**src/common/legacy_pic_pkg.sv**
```systemverilog
// How it works
// RULE1: Requests are taken as levels in a level-sensitive system and as rising edges in an edge-triggered one.
// RULE2: An end-of-interrupt command clears the in-service bit of the serviced level whatever the request line does.
// RULE3: In level mode a request still high at end-of-interrupt is seen again as a new request.
// RULE4: A level-sensitive system ignores any command that tries to select edge triggering.
// RULE5: An edge-triggered system ignores any command that tries to select level triggering.
// RULE6: A level-sensitive system keeps a readable interrupt-in-progress latch, cleared by a read or an explicit reset.
// RULE7: The handler clears the device, waits, sends end-of-interrupt, waits, then sets the enable flag.
// RULE8: The legacy cascade request line of the channel is routed to the redirected request input of the second controller.
// RULE9: The redirected request input yields vector 71 hex; the legacy sharing handler sits at vector 0A hex.
// RULE10: The redirected handler ends the second controller first, then chains to the legacy handler which ends the master.
// RULE11: The pair keeps the legacy command and status layout in edge-triggered operation.
// RULE12: Writes to the edge-sharing reset ports do not disturb the controllers.
// RULE13: The second controller cascades into master level two and the master names it during acknowledge.
package legacy_pic_pkg;

  // --------------------------------------------------------------------------
  // Vectors and levels
  // --------------------------------------------------------------------------
  localparam logic [7:0] MASTER_VEC_BASE  = 8'h08;
  localparam logic [7:0] SLAVE_VEC_BASE   = 8'h70;
  localparam logic [2:0] CASCADE_LEVEL    = 3'h2;  // Master input fed by the second controller
  localparam logic [2:0] REDIRECT_LEVEL   = 3'h1;  // Second controller input for the redirected request
  localparam logic [2:0] CASCADE_ID       = 3'h2;  // Slave identity shown during acknowledge
  localparam int         LEGACY_REQ_BIT   = 2;     // Channel line for the legacy cascade request

  // --------------------------------------------------------------------------
  // Reset values
  // --------------------------------------------------------------------------
  localparam logic [7:0] MASK_RST         = 8'h00;
  localparam logic [7:0] ISR_RST          = 8'h00;
  localparam logic [7:0] IRR_RST          = 8'h00;
  localparam logic       LATCH_RST        = 1'b0;

  // --------------------------------------------------------------------------
  // Command port
  // --------------------------------------------------------------------------
  typedef enum logic [2:0] {
    OP_EOI         = 3'b000,  // Non-specific end of interrupt
    OP_SET_TRIGGER = 3'b001,  // Attempt to select trigger mode
    OP_LATCH_READ  = 3'b010,  // Read of the in-progress latch, clears it
    OP_LATCH_CLEAR = 3'b011,  // Explicit reset of the in-progress latch
    OP_SET_MASK    = 3'b100,  // Load the mask of one controller
    OP_SHARE_RESET = 3'b101   // Write to an edge-sharing reset port
  } cmd_op_t;

  typedef struct packed {
    logic       valid;
    logic       to_slave;
    cmd_op_t    op;
    logic       level_trig;  // Requested mode for OP_SET_TRIGGER
    logic [7:0] data;        // Mask for OP_SET_MASK
  } cmd_t;

  typedef struct packed {
    logic       valid;
    logic [7:0] vector;
    logic       from_slave;
    logic [2:0] cascade_id;
  } ack_t;

  typedef struct packed {
    logic       found;
    logic [2:0] idx;
  } pick_t;

endpackage

```
**src/rtl/legacy_pic_pair.sv**
```systemverilog
`timescale 1ns/1ps
module legacy_pic_pair (
  input  wire logic                  core_clk,
  input  wire logic                  resetn,
  input  wire logic                  level_system,
  input  wire logic [15:0]           irq_in,
  input  wire legacy_pic_pkg::cmd_t  cmd,
  input  wire logic                  inta,
  output logic                       cpu_int,
  output legacy_pic_pkg::ack_t       ack,
  output logic                       level_mode,
  output logic                       in_progress,
  output logic                       mode_refused,
  output logic [7:0]                 master_isr,
  output logic [7:0]                 slave_isr
);

  // --------------------------------------------------------------------------
  // Priority helpers
  // --------------------------------------------------------------------------
  // Lowest set bit wins, as in the fixed-priority legacy scheme
  function automatic legacy_pic_pkg::pick_t lowest(input logic [7:0] v);
    legacy_pic_pkg::pick_t p;
    p = '0;
    for (int i = 7; i >= 0; i--) begin
      if (v[i]) begin
        p.found = 1'b1;
        p.idx   = 3'(i);
      end
    end
    return p;
  endfunction

  // A request is eligible only above every level already in service
  function automatic legacy_pic_pkg::pick_t eligible(input logic [7:0] req, input logic [7:0] isr);
    legacy_pic_pkg::pick_t r;
    legacy_pic_pkg::pick_t s;
    r = lowest(req);
    s = lowest(isr);
    if (s.found && (!r.found || r.idx >= s.idx)) begin
      r.found = 1'b0;
    end
    return r;
  endfunction

  // --------------------------------------------------------------------------
  // State
  // --------------------------------------------------------------------------
  logic        strap_taken_reg;
  logic        level_reg;
  logic [15:0] prev_reg;
  logic [7:0]  m_edge_reg;
  logic [7:0]  s_edge_reg;
  logic [7:0]  m_isr_reg;
  logic [7:0]  s_isr_reg;
  logic [7:0]  m_mask_reg;
  logic [7:0]  s_mask_reg;
  logic        latch_reg;
  logic        refused_reg;
  legacy_pic_pkg::ack_t ack_reg;

  // --------------------------------------------------------------------------
  // Request routing
  // --------------------------------------------------------------------------
  // Legacy cascade request is folded into the redirected slave input
  wire logic [7:0]  s_raw      = {irq_in[15:10], irq_in[9] | irq_in[legacy_pic_pkg::LEGACY_REQ_BIT], irq_in[8]}; // RULE8
  wire logic [7:0]  m_raw      = {irq_in[7:3], 1'b0, irq_in[1:0]};
  wire logic [15:0] raw_all    = {s_raw, m_raw};
  wire logic [15:0] rise_all   = raw_all & ~prev_reg;
  // Level mode follows the pins; edge mode holds a caught rising edge
  wire logic [7:0]  s_irr      = level_reg ? s_raw : s_edge_reg;                      // RULE1 RULE3
  wire logic [7:0]  m_irr_pin  = level_reg ? m_raw : m_edge_reg;                      // RULE1 RULE3
  wire legacy_pic_pkg::pick_t s_pick = eligible(s_irr & ~s_mask_reg, s_isr_reg);
  wire logic        slave_int  = s_pick.found;
  wire logic [7:0]  m_irr      = m_irr_pin | (8'(slave_int) << legacy_pic_pkg::CASCADE_LEVEL); // RULE13
  wire legacy_pic_pkg::pick_t m_pick = eligible(m_irr & ~m_mask_reg, m_isr_reg);

  // --------------------------------------------------------------------------
  // Command decode
  // --------------------------------------------------------------------------
  // Acknowledge only what is shown on cpu_int, so nothing is taken before the strap
  wire logic take_ack    = inta && cpu_int;
  wire logic ack_slave   = take_ack && (m_pick.idx == legacy_pic_pkg::CASCADE_LEVEL);    // RULE13
  wire logic cmd_eoi     = cmd.valid && (cmd.op == legacy_pic_pkg::OP_EOI);
  wire logic eoi_m       = cmd_eoi && !cmd.to_slave;
  wire logic eoi_s       = cmd_eoi && cmd.to_slave;
  wire logic trig_cmd    = cmd.valid && (cmd.op == legacy_pic_pkg::OP_SET_TRIGGER);
  // The mode is fixed by the system; a differing request is dropped
  wire logic trig_bad    = trig_cmd && (cmd.level_trig != level_reg);                    // RULE4 RULE5
  wire logic mask_wr     = cmd.valid && (cmd.op == legacy_pic_pkg::OP_SET_MASK);           // RULE11
  wire logic latch_clr   = cmd.valid && ((cmd.op == legacy_pic_pkg::OP_LATCH_READ) ||
                                         (cmd.op == legacy_pic_pkg::OP_LATCH_CLEAR));      // RULE6
  wire legacy_pic_pkg::pick_t m_srv = lowest(m_isr_reg);
  wire legacy_pic_pkg::pick_t s_srv = lowest(s_isr_reg);
  // Clear happens regardless of the request pin, so a held level re-enters below
  wire logic [7:0] m_isr_clr = eoi_m && m_srv.found ? (8'h01 << m_srv.idx) : 8'h00;       // RULE2
  wire logic [7:0] s_isr_clr = eoi_s && s_srv.found ? (8'h01 << s_srv.idx) : 8'h00;       // RULE2
  wire logic [7:0] m_isr_set = take_ack ? (8'h01 << m_pick.idx) : 8'h00;
  wire logic [7:0] s_isr_set = ack_slave ? (8'h01 << s_pick.idx) : 8'h00;

  // --------------------------------------------------------------------------
  // Mode capture; the strap is sampled on the first edge after release
  // --------------------------------------------------------------------------
  always_ff @(posedge core_clk or negedge resetn) begin
    if (!resetn) begin
      strap_taken_reg <= 1'b0;
      level_reg       <= 1'b0;
      refused_reg     <= 1'b0;
    end else begin
      if (!strap_taken_reg) begin
        strap_taken_reg <= 1'b1;
        level_reg       <= level_system; // RULE1
      end
      refused_reg <= trig_bad;           // RULE4 RULE5
    end
  end

  // --------------------------------------------------------------------------
  // Edge catchers; the acknowledged level is consumed
  // --------------------------------------------------------------------------
  always_ff @(posedge core_clk or negedge resetn) begin
    if (!resetn) begin
      prev_reg   <= 16'h0000;
      m_edge_reg <= legacy_pic_pkg::IRR_RST;
      s_edge_reg <= legacy_pic_pkg::IRR_RST;
    end else begin
      prev_reg   <= raw_all;
      // New edge wins over the consume of the same cycle
      m_edge_reg <= (m_edge_reg & ~m_isr_set) | rise_all[7:0];  // RULE1
      s_edge_reg <= (s_edge_reg & ~s_isr_set) | rise_all[15:8]; // RULE1
    end
  end

  // --------------------------------------------------------------------------
  // In-service, mask and in-progress latch
  // --------------------------------------------------------------------------
  always_ff @(posedge core_clk or negedge resetn) begin
    if (!resetn) begin
      m_isr_reg  <= legacy_pic_pkg::ISR_RST;
      s_isr_reg  <= legacy_pic_pkg::ISR_RST;
      m_mask_reg <= legacy_pic_pkg::MASK_RST;
      s_mask_reg <= legacy_pic_pkg::MASK_RST;
      latch_reg  <= legacy_pic_pkg::LATCH_RST;
    end else begin
      m_isr_reg <= (m_isr_reg & ~m_isr_clr) | m_isr_set; // RULE2
      s_isr_reg <= (s_isr_reg & ~s_isr_clr) | s_isr_set; // RULE2
      if (mask_wr && !cmd.to_slave) begin
        m_mask_reg <= cmd.data;
      end
      if (mask_wr && cmd.to_slave) begin
        s_mask_reg <= cmd.data;
      end
      // Set beats a read that clears in the same cycle
      latch_reg <= (latch_reg && !latch_clr) || (take_ack && level_reg); // RULE6
    end
  end

  // --------------------------------------------------------------------------
  // Acknowledge answer, one cycle after inta
  // --------------------------------------------------------------------------
  always_ff @(posedge core_clk or negedge resetn) begin
    if (!resetn) begin
      ack_reg <= '0;
    end else begin
      ack_reg.valid      <= take_ack;
      ack_reg.from_slave <= ack_slave;
      ack_reg.cascade_id <= ack_slave ? legacy_pic_pkg::CASCADE_ID : 3'h0;               // RULE13
      ack_reg.vector     <= ack_slave ? legacy_pic_pkg::SLAVE_VEC_BASE + 8'(s_pick.idx)  // RULE9
                                      : legacy_pic_pkg::MASTER_VEC_BASE + 8'(m_pick.idx);
    end
  end

  // Outputs; share-reset writes touch no state at all
  assign cpu_int      = m_pick.found && strap_taken_reg; // RULE12
  assign ack          = ack_reg;
  assign level_mode   = level_reg;
  assign in_progress  = latch_reg;
  assign mode_refused = refused_reg;
  assign master_isr   = m_isr_reg;
  assign slave_isr    = s_isr_reg;

  // --------------------------------------------------------------------------
  // Checks
  // --------------------------------------------------------------------------
  AST_EOI_CLEARS: assert property (@(posedge core_clk) disable iff (!resetn) // RULE2
    (eoi_m && m_srv.found && !take_ack) |=> !m_isr_reg[$past(m_srv.idx)])
    else $error("End of interrupt left the master level in service");
  AST_LEVEL_REDETECT: assert property (@(posedge core_clk) disable iff (!resetn) // RULE3
    (level_reg && m_isr_reg == 8'h00 && s_isr_reg == 8'h00 && !m_mask_reg[legacy_pic_pkg::CASCADE_LEVEL] &&
     ((|(m_raw & ~m_mask_reg)) || (|(s_raw & ~s_mask_reg)))) |-> cpu_int)
    else $error("Held level request not seen again");
  AST_EDGE_ONLY: assert property (@(posedge core_clk) disable iff (!resetn) // RULE1
    (!level_reg && !rise_all[3]) |=> ($past(m_edge_reg[3]) || !m_edge_reg[3]))
    else $error("Edge request set without a rising edge");
  AST_LOCK_LEVEL: assert property (@(posedge core_clk) disable iff (!resetn) // RULE4
    (strap_taken_reg && level_reg && trig_cmd && !cmd.level_trig) |=> (level_reg && mode_refused))
    else $error("Level system left level mode");
  AST_LOCK_EDGE: assert property (@(posedge core_clk) disable iff (!resetn) // RULE5
    (strap_taken_reg && !level_reg && trig_cmd && cmd.level_trig) |=> (!level_reg && mode_refused))
    else $error("Edge system left edge mode");
  AST_LATCH_SET: assert property (@(posedge core_clk) disable iff (!resetn) // RULE6
    (take_ack && level_reg) |=> in_progress)
    else $error("In-progress latch not set on acknowledge");
  AST_ROUTE: assert property (@(posedge core_clk) disable iff (!resetn) // RULE8
    irq_in[legacy_pic_pkg::LEGACY_REQ_BIT] |-> s_raw[legacy_pic_pkg::REDIRECT_LEVEL])
    else $error("Legacy cascade request not routed");
  AST_VEC71: assert property (@(posedge core_clk) disable iff (!resetn) // RULE9
    (ack_slave && s_pick.idx == legacy_pic_pkg::REDIRECT_LEVEL) |=> (ack.valid && ack.vector == 8'h71))
    else $error("Redirected input gave the wrong vector");
  AST_CASCADE_ID: assert property (@(posedge core_clk) disable iff (!resetn) // RULE13
    (ack.valid && ack.from_slave) |-> (ack.cascade_id == 3'h2 && master_isr[2]))
    else $error("Slave acknowledge without cascade identity");
  AST_SHARE_QUIET: assert property (@(posedge core_clk) disable iff (!resetn) // RULE12
    (cmd.valid && cmd.op == legacy_pic_pkg::OP_SHARE_RESET && !inta) |=> $stable(m_isr_reg) && $stable(s_isr_reg))
    else $error("Share reset write disturbed the controllers");

endmodule // legacy_pic_pair

```
**config.mk**
```make
export PLATFORM = sky130hd
export DESIGN_NAME = legacy_pic_pair
export DESIGN_NICKNAME = d
export VERILOG_FILES = /design/src/common/legacy_pic_pkg.sv /design/src/rtl/legacy_pic_pair.sv
export SDC_FILE = /design/constraint.sdc
export NUM_CORES = 1
export LEC_CHECK = 0
export BUFFER_PORTS_ARGS = -buffer_cell sky130_fd_sc_hd__buf_4
export CELL_PAD_IN_SITES_DETAIL_PLACEMENT = 0
export CELL_PAD_IN_SITES_GLOBAL_PLACEMENT = 1
export CORE_MARGIN = 3
export CORE_UTILIZATION = 39
export DETAILED_ROUTE_END_ITERATION = 12
export GPL_TIMING_DRIVEN = 0
export MAX_ROUTING_LAYER = met4
export PLACE_DENSITY = 0.76
export SYNTH_ARGS = -nofsm -noshare
export SYNTH_HDL_FRONTEND = slang
export SYNTH_SLANG_ARGS = --single-unit
```
**constraint.sdc**
```tcl
create_clock -name core_clk -period 9.55 [get_ports core_clk]
set_input_delay 0.955 -clock core_clk [delete_from_list [all_inputs] [get_ports core_clk]]
set_output_delay 0.955 -clock core_clk [all_outputs]
set_load 0.01 [all_outputs]
```
# Word level (Yosys, flattened, before mapping)
# Cells that the tools add are included.
# totals
reg_bits	79
inputBits	34
output_inout_bits	33
# op_classes
n_addsub	2
magnitude_cmp	2
reduce_logical	27
muxes	42
n_shift	4
n_eq_ne	6
bitwise	20
# ops
cell	count
4-bit two-way mux	32
8-bit two-way mux	7
8-bit AND	6
8-bit inverter	6
8-bit bitwise OR	4
1-bit by 3-bit << shifter with 8-bit output (first input constant)	4
1-bit logical AND	18
16-bit AND	1
16-bit inverter	1
3-bit by 2-bit equality test with 1-bit output (second input constant)	3
7-bit by 3-bit adder with 8-bit output (first input constant)	1
8-bit by 3-bit bitwise OR with 8-bit output	1
3-bit >= comparator	2
4-bit by 3-bit adder with 5-bit output (first input constant)	1
1-bit logical NOT	4
1-bit logical OR	4
3-bit by 1-bit equality test with 1-bit output (second input constant)	1
3-bit equality test (second input constant)	1
3-bit logical NOT	1
1-bit two-way mux	2
2-bit two-way mux	1
1-bit != test	1
1-bit bitwise OR	1

# Longest topological paths before layout
# Gate-level depths: netlist of the first run.
# logic_depth
ltp_word	36
mapped_depth	21

# Worst setup path after synthesis of the first run
# Ideal clock, no wire load.
# synth_path
path_kind	input-to-output
start	in irq_in[10]
end	out cpu_int
slack_ps	4580
t_arrival_ps	4015
path_stages	17
path_buffers	0
path_cell_list	mux2i_1 -> nor2_1 -> a211oi_1 -> o21ai_1 -> ha_1 -> nor2b_1 -> o21ai_0 -> a21oi_1 -> a211o_2 -> a21oi_2 -> inv_2 -> ha_1 -> nor2b_1 -> o21ai_0 -> nand2_1 -> nand2_1 -> a21oi_1
# synth_via
elab_chain_len	19
word_cells_on_any_way	21
# synth_rtl
element	line	source
start, declared	legacy_pic_pair.sv:6	input wire logic [15:0] irq_in,
8-bit two-way mux *	legacy_pic_pair.sv:71	wire logic [7:0] s_irr = level_reg ? s_raw : s_edge_reg;
8-bit AND *	legacy_pic_pair.sv:73	wire legacy_pic_pkg::pick_t s_pick = eligible(s_irr & ~s_mask_reg, s_isr_reg);
4-bit two-way mux * (3 in a row)	legacy_pic_pair.sv:26	if (v[i]) begin
3-bit >= comparator / 1-bit logical NOT (equally long branches)	legacy_pic_pair.sv:40	if (s.found && (!r.found || r.idx >= s.idx)) begin
1-bit logical OR	legacy_pic_pair.sv:40	
1-bit logical AND	legacy_pic_pair.sv:40	
1-bit two-way mux *	legacy_pic_pair.sv:40	
8-bit by 3-bit bitwise OR with 8-bit output *	legacy_pic_pair.sv:75	wire logic [7:0] m_irr = m_irr_pin | (8'(slave_int) << legacy_pic_pkg::CASCADE_LEVEL);
8-bit AND *	legacy_pic_pair.sv:76	wire legacy_pic_pkg::pick_t m_pick = eligible(m_irr & ~m_mask_reg, m_isr_reg);
4-bit two-way mux * (3 in a row)	legacy_pic_pair.sv:26	
3-bit >= comparator / 1-bit logical NOT (equally long branches)	legacy_pic_pair.sv:40	
1-bit logical OR	legacy_pic_pair.sv:40	
1-bit logical AND	legacy_pic_pair.sv:40	
1-bit two-way mux *	legacy_pic_pair.sv:40	
1-bit logical AND *	legacy_pic_pair.sv:174	assign cpu_int = m_pick.found && strap_taken_reg;
end, declared	legacy_pic_pair.sv:9	output logic cpu_int,
# Every way passes the cells marked *; elsewhere a longest branch is shown, timed or not.

# Worst setup path after layout of the first run
# layout_path
start	reg level_reg, in the netlist level_mode
end	out cpu_int
# layout_via
elab_chain_len	24
word_cells_on_any_way	32
# layout_rtl
element	line	source
start, declared	legacy_pic_pair.sv:50	logic level_reg;
start signal, assigned	legacy_pic_pair.sv:112	level_reg <= level_system;
8-bit two-way mux	legacy_pic_pair.sv:71	
8-bit AND	legacy_pic_pair.sv:73	
4-bit two-way mux (8 in a row)	legacy_pic_pair.sv:26	
3-bit >= comparator / 1-bit logical NOT (equally long branches)	legacy_pic_pair.sv:40	
1-bit logical OR	legacy_pic_pair.sv:40	
1-bit logical AND	legacy_pic_pair.sv:40	
1-bit two-way mux	legacy_pic_pair.sv:40	
8-bit by 3-bit bitwise OR with 8-bit output *	legacy_pic_pair.sv:75	
8-bit AND *	legacy_pic_pair.sv:76	
4-bit two-way mux (2 in a row)	legacy_pic_pair.sv:26	
4-bit two-way mux *	legacy_pic_pair.sv:26	
3-bit >= comparator / 1-bit logical NOT (equally long branches)	legacy_pic_pair.sv:40	
1-bit logical OR	legacy_pic_pair.sv:40	
1-bit logical AND	legacy_pic_pair.sv:40	
1-bit two-way mux *	legacy_pic_pair.sv:40	
1-bit logical AND *	legacy_pic_pair.sv:174	
# Marked as above.

==> results.md, run 1 <==
* Run status: finished, final reports clean
* Share of layout cells above drive strength 1 at 0.299
* Tcrit/Tclk final at 0.672
* Reg-to-reg startpoint: level_mode
* CTS resizes at 0
* Reg2Reg Setup Slack at 3460 ps
* Worst-skew pair later-pin latency at 340 ps
* Crit path from: level_mode
* CTS Buf Count at 9
* Final setup vio count at 0
* Std-Cell Rows at 35
* Power Total at 1160 uW
* Minimum clock period at 6420 ps
* Worst setup slack after placement at 3360 ps
* Crit path kind: reg -> out
* XOR/XNOR share of the synthesized area at 0.00235
* First-pass GRT wire length at 15.0 mm
* # IOs at 67
* Most used DFF post-synth: dfrtp_1
* Reg2Reg Depth at 21
* Sequential power share at 0.367
* Clock Tree Buf Depth at 2
* CTS tree: built
* Root Driver: clkbuf_8
* Total negative setup slack at 0 ps
* Area growth, synth to finish at 24.3%
* Pins Over Slew Limit at 0
* Combinational fraction of design power at 0.366
* Core area at 0.00924 mm^2
* H-tree Lvls at 3
* Post-synthesis simple-gate area fraction at 0.174
* Die W at 104 um
* Total grt overflow at 0
* Residual DRC at 0
* CP endpoint: cpu_int
* FFs w/ async S/R, synth at 1.00
* Maximum fanout along the worst path at 10
* Worst Path Arrival at 5460 ps
* Fin nets at 477
* DR pass1 iterations at 5
* Initial Util at 0.403
* Diodes inserted at 0
* Startpoint types: flip-flop
* Final Hold Violating Endpoints at 0
* Slew @ Worst Pin at 931 ps
* Post-DP HPWL at 6.85 mm
* RSZ-0062 raised after global routing: no
* Number of flops mapped to enable cells by yosys at 0
* R2R Path End: slave_isr[6]
* Mux share of post-synthesis cell area at 0.0945
* FF+latch count, synth at 73
* Worst VDD drop at 0.0970 mV
* Vias in the first global route at 2926
* Hold bufs inserted after CTS at 0
* Total wire length at 9.22 mm
* Power Dens Cells at 250 mW/mm^2
* Pleak at 0.00212 uW
* Routed len/inst at 16.2 um
* Die height at 104 um
* Hold Crit Class: reg -> reg
* Clk pin slew, worst setup/hold paths at 80 ps
* Post-CTS setup buffer count at 0
* Compound-Gate Fraction of Synth Area at 0.170
* Switching power at 404 uW
* Max-cap violations at 0
* Largest family of logic cells by synthesized area: simple AND/OR/NAND/NOR gates
* P_int at 751 uW
* Final WS setup at 3130 ps
* Inst Count DP at 555
* First DRT Iteration DRCs at 124
* Port bufs at 63
* Fmax at 0.156 GHz
* Initial antenna violation count at 0
* Syn Area/Cell at 10.3 um^2
* Switching share of total power at 0.350
* Seq/Total Area, Yosys at 0.491
* Synth unique cells at 60
* Ys Warns at 0
* Via count at 2948
* CP required at 8600 ps
* Final ANT Viol Nets at 0
* Adder-cell share of the synthesized area at 0.0202
* Slew HR at 0.380
* Gr usage total at 0.181
* Via/cell ratio at 5.16
* Worst setup EP type: primary output
* Mapped Cells at 361
* Clk pwr share at 0.267
* Max FFs per register at 15
* Synthesized area at 0.00372 mm^2
* Layout Cells excl Fill at 571
* Largest net degree at the start of global routing at 74
* Clk_skew at 8.73 ps
* Routability cong. at 0.862
* CTS Sinks at 73
* Die area at 0.0107 mm^2
## metal layers
layer / vias to the layer above / GRT usage / wire, um
li1: 1440 / - / -
met1: 1445 / 0.244 / 4460
met2: 53 / 0.273 / 4340
met3: 10 / 0.0386 / 274
met4: 0 / 0.0617 / 141
met5: - / - / 0
## logic make-up after synthesis
family | after synthesis
AO/OA/AOI/OAI | 93
XOR/XNOR | 1
adder cells (fa/ha/maj) | 6
buffers and inverters | 34
flip-flops | 73
multiplexers | 32
other | 2
AND/OR/NAND/NOR | 120
## critical path, cell delays in order, from the launching register on
cell and delay (ps):
dfrtp_1 500, buf_6 230, buf_4 250, mux2_2 190, o211ai_1 110, a211oi_1 640
o21ai_1 410, ha_1 390, nor2b_1 40, o21ai_0 380, a21oi_1 130, a211o_2 460
a21oi_2 240, inv_2 110, ha_1 280, nor2b_1 100, o21ai_0 110, nand2_1 70
nand2_1 60, a21oi_1 230, buf_4 180
## placed cells by master (no fill, tap or decap), types with 6 or more instances in the layout
master	count
ha_1	6
o21ai_0	29
nand2_1	20
nand2b_1	13
a21oi_1	18
clkbuf_8	12
nor3_1	6
inv_1	22
mux2_2	19
mux2i_1	11
nor2_1	32
dfrtp_1	73
or2_2	8
nand3_1	6
nor2b_1	8
buf_4	72
o22ai_1	7
## power groups by stage
stage	clock network, uW	logic (uW)	registers (uW)
floorplan	0	263	430
global placement	0	415	427
detailed placement	0	419	429
CTS	316	424	423
global route	334	465	434
finish	309	423	424
## stage by stage
step | util | hold slack [ps] | cell area (um^2)
final | 0.501 | 418 | 4630
after global routing | 0.501 | 455 | 4630
after CTS | 0.501 | 425 | 4630
after detailed placement | 0.472 | 418 | 4360
after global placement | 0.472 | 409 | 4360
after floorplan | - | 400 | 3730
## cells in the mapped netlist, types with 7 or more instances
| library cell | n | area, um^2 |
|---|---|---|
| o21ai_0 | 29 | 145 |
| dfrtp_1 | 73 | 1830 |
| a21oi_1 | 18 | 90.1 |
| nand2b_1 | 13 | 81.3 |
| inv_1 | 22 | 82.6 |
| nand2_1 | 20 | 75.1 |
| nor2b_1 | 8 | 50.1 |
| mux2i_1 | 11 | 110 |
| o22ai_1 | 7 | 43.8 |
| buf_4 | 9 | 67.6 |
| or2_2 | 8 | 50.1 |
| mux2_2 | 19 | 214 |
| nor2_1 | 32 | 120 |
## worst min-delay path by stage
stage / start / to / slack (ps) / cells past startpoint
5_1_grt: prev_reg[0] / m_edge_reg[0] / 450 / 1
6_report: prev_reg[0] / m_edge_reg[0] / 420 / 1
3_3_place_gp: prev_reg[1] / m_edge_reg[1] / 410 / 1
2_1_floorplan: prev_reg[0] / m_edge_reg[0] / 400 / 1
3_5_place_dp: prev_reg[0] / m_edge_reg[0] / 420 / 1
4_1_cts: prev_reg[0] / m_edge_reg[0] / 420 / 1
## layout make-up
class	instances	area, um^2
fillers	855	4610
flip-flops and latches	73	1830
multi-input cells	256	1730
repair buffers	63	473
clock buffers	12	165
well taps	129	161
clock inverters	4	97.6
inverters	24	92.6
plain buffers	10	78.8
No activity file was read; power rests on OpenSTA's default activity.
==> run 2: changes to the inputs <==
- clock period: 9.55 -> 6.5 ns (I/O delays scaled with it)
==> results.md, run 2 (synthesis results as in run 1) <==
* Run status: finished, final reports clean
* Routed len/inst at 16.2 um (+0.22%)
* Core area at 0.00924 mm^2 (unchanged)
* Power Dens Cells at 367 mW/mm^2 (+47%)
* Clk_skew at 11.1 ps (+2.37 ps)
* First-pass GRT wire length at 15.0 mm (unchanged)
* CTS resizes at 0 (unchanged)
* Crit path kind: reg -> out
* Pins Over Slew Limit at 0 (unchanged)
* Largest net degree at the start of global routing at 74 (unchanged)
* Crit path from: level_mode
* DR pass1 iterations at 4 (-1)
* Hold Crit Class: in -> reg
* Reg-to-reg startpoint: level_mode
* Vias in the first global route at 2926 (unchanged)
* Area growth, synth to finish at 24.4%
* RSZ-0062 raised after global routing: no
* Slew @ Worst Pin at 932 ps (+1.17 ps)
* Slew HR at 0.379 (-0.000779)
* # IOs at 67 (unchanged)
* Std-Cell Rows at 35 (unchanged)
* Total grt overflow at 0 (unchanged)
* Tcrit/Tclk final at 0.900
* Fmax at 0.171 GHz
* CTS tree: built
* Register Area at 0.00183 mm^2 (unchanged)
* Fin nets at 477 (unchanged)
* Total wire length at 9.24 mm (+0.22%)
* Area of the multi-input gates at 0.00174 mm^2 (+0.29%)
* Gr usage total at 0.181 (unchanged)
* Worst VDD drop at 0.143 mV (+47%)
* Share of layout cells above drive strength 1 at 0.301 (+0.00226)
* H-tree Lvls at 3 (unchanged)
* Via/cell ratio at 5.21 (+0.92%)
* CP required at 5850 ps (-2750 ps)
* Minimum clock period at 5850 ps
* Worst-skew pair later-pin latency at 340 ps (about the same)
* Maximum fanout along the worst path at 10 (unchanged)
* Clk pin slew, worst setup/hold paths at 80 ps (about the same)
* Worst setup EP type: primary output
* Startpoint types: flip-flop
* Port bufs at 63 (unchanged)
* Max FFs per register at 15 (unchanged)
* Die height at 104 um (unchanged)
* Final Util at 0.501 (+0.000542)
* Hold path start: irq_in[11]
* Routability cong. at 0.862 (unchanged)
* First DRT Iteration DRCs at 137 (+10%)
* Max-cap violations at 0 (unchanged)
* Die area at 0.0107 mm^2 (unchanged)
* Commonest non-fill, non-tap cell in the layout: dfrtp_1
* Clock Tree Buf Depth at 2 (unchanged)
* CTS Sinks at 73 (unchanged)
* Worst Path Arrival at 5200 ps (-260 ps)
* CTS Buf Count at 9 (unchanged)
* Via count at 2975 (+0.92%)
* Diodes inserted at 0 (unchanged)
* Residual DRC at 0 (unchanged)
* Commonest cells after routing, fill and taps aside: dfrtp_1, buf_4, nor2_1
* Post-CTS setup buffer count at 0 (unchanged)
* Die W at 104 um (unchanged)
* Final setup vio count at 0 (unchanged)
* Final ANT Viol Nets at 0 (unchanged)
* Root Driver: clkbuf_8
* Final Hold Violating Endpoints at 0 (unchanged)
* Initial antenna violation count at 0 (unchanged)
* Pleak at 0.00212 uW (about the same)
* Hold bufs inserted after CTS at 0 (unchanged)
* Initial Util at 0.403 (unchanged)
* Post-DP HPWL at 6.85 mm (unchanged)
* Fillers at 853 (-0.23%)
* Total negative setup slack at 0 ps (unchanged)
-- run 2: cell counts in the layout (fill, tap and decap cells not counted) --
No cell type changed its count.
-- run 2: path summary, 6_finish.rpt --
kind / slack (ps) / to / cells after the start
setup / recovery: 650 / cpu_int / 19
hold / removal: 420 / prev_reg[11] / 1
setup reg to reg: 670 / slave_isr[6] / 20
hold reg to reg: 420 / m_edge_reg[0] / 1
max in group asynchronous: 5450 / prev_reg[14] / 1
min in group asynchronous: 450 / master_isr[1] / 1
-- run 2: per-stage QoR --
stage          power [uW]  hold slack, ps  area [um^2]  setup slack, ps  instances
6_report             1700             420         4630              649        571
2_1_floorplan        1020             354         3730             1890        363
3_5_place_dp         1250             418         4360              500        555
4_1_cts              1710             408         4630              416        571
5_1_grt              1810             399         4630              144        571
3_3_place_gp         1240             409         4360              538        555
-- run 2: where the power goes --
part,internal [uW],switching (uW),leakage (uW)
sequential,539,82.7,0.000844
combinational,279,342,0.00115
clock,287,168,0.000129
total,1100,593,0.00212
-- run 2: per-layer routing --
layer / GRT usage / routed length [um] / part of all wire
met1: 0.244 / 4380 / 0.47
met2: 0.273 / 4350 / 0.47
met3: 0.0386 / 369 / 0.040
met4: 0.0617 / 141 / 0.015
met5: - / 0 / 0
-- run 2: layout make-up --
| type | instances | share of cell area |
|---|---|---|
| multi-input cells | 256 | 0.375 |
| well taps | 129 | 0.0349 |
| plain buffers | 10 | 0.0170 |
| clock inverters | 4 | 0.0211 |
| repair buffers | 63 | 0.102 |
| clock buffers | 12 | 0.0357 |
| inverters | 24 | 0.0200 |
| flip-flops and latches | 73 | 0.394 |
-- run 2: critical path, stage by stage, from the launching register on --
cell and delay, ps:
dfrtp_1 500, buf_6 230, mux2i_2 290, o22ai_1 150
o21ai_0 710, inv_1 260, ha_1 370, nand2_1 50
o21ai_0 350, a21oi_1 120, a211o_2 450, a21oi_2 240
inv_2 100, ha_1 270, nor2b_1 100, o21ai_0 110
nand2_1 70, nand2_1 50, a21oi_1 230, buf_4 180
==> run 3: changes to the inputs <==
- ABC_CLOCK_PERIOD_IN_PS: not set -> 7400
- RECOVER_POWER: not set -> 25
- clock period: 6.5 -> 7.4 ns (I/O delays scaled with it)
==> results.md, run 3 (synthesis results as in run 1) <==
* Commonest cells after routing, fill and taps aside: dfrtp_1, buf_4, nor2_1
* Die area at 0.0107 mm^2 (unchanged)
* Crit path cell chain: buf_6 -> buf_4 -> mux2_2 -> o211ai_1 -> a211oi_1 -> o21ai_1 -> ha_1 -> nor2b_1 -> o21ai_0 -> a21oi_1 -> a211o_2 -> a21oi_2 -> inv_2 -> ha_1 -> nor2b_1 -> o21ai_0 -> nand2_1 -> nand2_1 -> a21oi_1 -> buf_4
* Vias in the first global route at 2926 (unchanged)
* Fmax at 0.161 GHz
* Gr usage total at 0.181 (unchanged)
* Share of layout cells above drive strength 1 at 0.265 (-0.0362)
* Power Dens Cells at 326 mW/mm^2 (-11%)
* CTS Sinks at 73 (unchanged)
* Minimum clock period at 6190 ps
* Total negative setup slack at 0 ps (unchanged)
* Startpoint types: flip-flop
* Worst Path Arrival at 5450 ps (+250 ps)
* First DRT Iteration DRCs at 127 (-7.3%)
* Residual DRC at 0 (unchanged)
* Run status: finished, violations left
* Diodes inserted at 0 (unchanged)
* Via/cell ratio at 5.15 (-1.2%)
* Worst setup EP type: primary output
* Clock Tree Buf Depth at 2 (unchanged)
* Reg-to-reg startpoint: level_mode
* GR peak layer: met2
* DR pass1 iterations at 5 (+1)
* Met1 usage at 0.244 (unchanged)
* CP delay by family, top: compound AO/OA/AOI/OAI gates
* Die W at 104 um (unchanged)
* Failing checks: max-capacitance violations, max-slew violations
* Slew @ Worst Pin at 3910 ps (+2980 ps)
* # IOs at 67 (unchanged)
* Largest net degree at the start of global routing at 74 (unchanged)
* Tcrit/Tclk final at 0.837
* Hold path start: prev_reg[0]
* Max FFs per register at 15 (unchanged)
* Worst-skew pair later-pin latency at 340 ps (about the same)
* Final ANT Viol Nets at 0 (unchanged)
* Via count at 2939 (-1.2%)
* CTS resizes at 0 (unchanged)
* Pins Over Slew Limit at 74 (+74)
* Max-cap violations at 1 (+1)
* Port bufs at 63 (unchanged)
* Final setup vio count at 0 (unchanged)
* WP buf/inv at 4 (unchanged)
* Routability cong. at 0.862 (unchanged)
* Final Hold Violating Endpoints at 0 (unchanged)
* Hold bufs inserted after CTS at 0 (unchanged)
* CP required at 6660 ps (+810 ps)
* Post-CTS setup buffer count at 0 (unchanged)
* Met2 usage at 0.273 (unchanged)
* Routed len/inst at 16.2 um (about the same)
* CTS Buf Count at 9 (unchanged)
* Total wire length at 9.24 mm (about the same)
* Slew HR at -1.61 (-1.99)
* Clk pin slew, worst setup/hold paths at 80 ps (about the same)
* Total grt overflow at 0 (unchanged)
* Fin nets at 477 (unchanged)
* Worst path max stage delay at 640 ps (-70 ps)
* CP max-delay cell: a211oi_1
* Area growth, synth to finish at 22.8%
* CTS tree: built
* Core area at 0.00924 mm^2 (unchanged)
* Root Driver: clkbuf_8
* Clk_skew at 11.9 ps (+0.849 ps)
* Maximum fanout along the worst path at 10 (unchanged)
* RSZ-0062 raised after global routing: no
* First-pass GRT wire length at 15.0 mm (unchanged)
* Crit path kind: reg -> out
* Post-DP HPWL at 6.85 mm (unchanged)
* Initial Util at 0.403 (unchanged)
* Crit path from: level_mode
* Pleak at 0.00207 uW (-2.6%)
* Worst VDD drop at 0.125 mV (-12%)
* Hold Crit Class: reg -> reg
* Commonest non-fill, non-tap cell in the layout: dfrtp_1
* H-tree Lvls at 3 (unchanged)
* Initial antenna violation count at 0 (unchanged)
* Die height at 104 um (unchanged)
* Hold slack at 418 ps (-1.99 ps)
* GR Util met3 at 0.0386 (unchanged)
* Std-Cell Rows at 35 (unchanged)
==> run 3: cell count changes in the layout (fill, tap and decap cells not counted), sizes merged <==
cell / change
clkbuf: +16
buf: -16
==> run 3: worst reg2reg max path: cells and delay by family (launching register included) <==
family	cells	cell delay (ps)
compound gates	10	3190
simple gates	4	610
fa+ha+maj	2	670
flops	1	490
mux	1	190
buf+inv	4	810
==> run 3: path summary, 6_finish.rpt <==
check / endpoint / slack (ps) / cells past startpoint
hold / removal: m_edge_reg[0] / 420 / 1
max in group asynchronous: m_edge_reg[5] / 3450 / 1
setup reg to reg: slave_isr[6] / 1320 / 21
hold reg to reg: m_edge_reg[0] / 420 / 1
setup / recovery: cpu_int / 1210 / 20
min in group asynchronous: master_isr[0] / 1730 / 1
==> run 3: per-stage QoR <==
stage | cell area [um^2] | setup WS [ps] | instances | util | total power, uW
floorplan | 3730 | 2790 | 363 | - | 893
global placement | 4360 | 1440 | 555 | 0.472 | 1090
detailed placement | 4360 | 1400 | 555 | 0.472 | 1090
CTS | 4630 | 1230 | 571 | 0.501 | 1500
global route | 4570 | 825 | 571 | 0.495 | 1590
finish | 4570 | 1210 | 571 | 0.495 | 1490
==> run 3: power by group <==
part / total, uW / internal [uW] / switching (uW)
clock network: 399 / 252 / 148
logic: 543 / 241 / 302
registers: 547 / 474 / 73.2
total: 1490 / 966 / 523
==> run 3: area by class of cell <==
class	count	area [um^2]
sequential	73	1830
fill	867	4670
tap	129	161
inverter	24	92.6
multi-input combinational	256	1730
timing repair buffer	63	417
clock inverter	4	97.6
buffer	10	78.8
clock buffer	12	165
==> run 3: per-layer routing <==
metal,up-vias,part of all wire
met5,-,0
met4,0,0.014
met3,8,0.030
met2,54,0.47
met1,1436,0.48
li1,1441,-
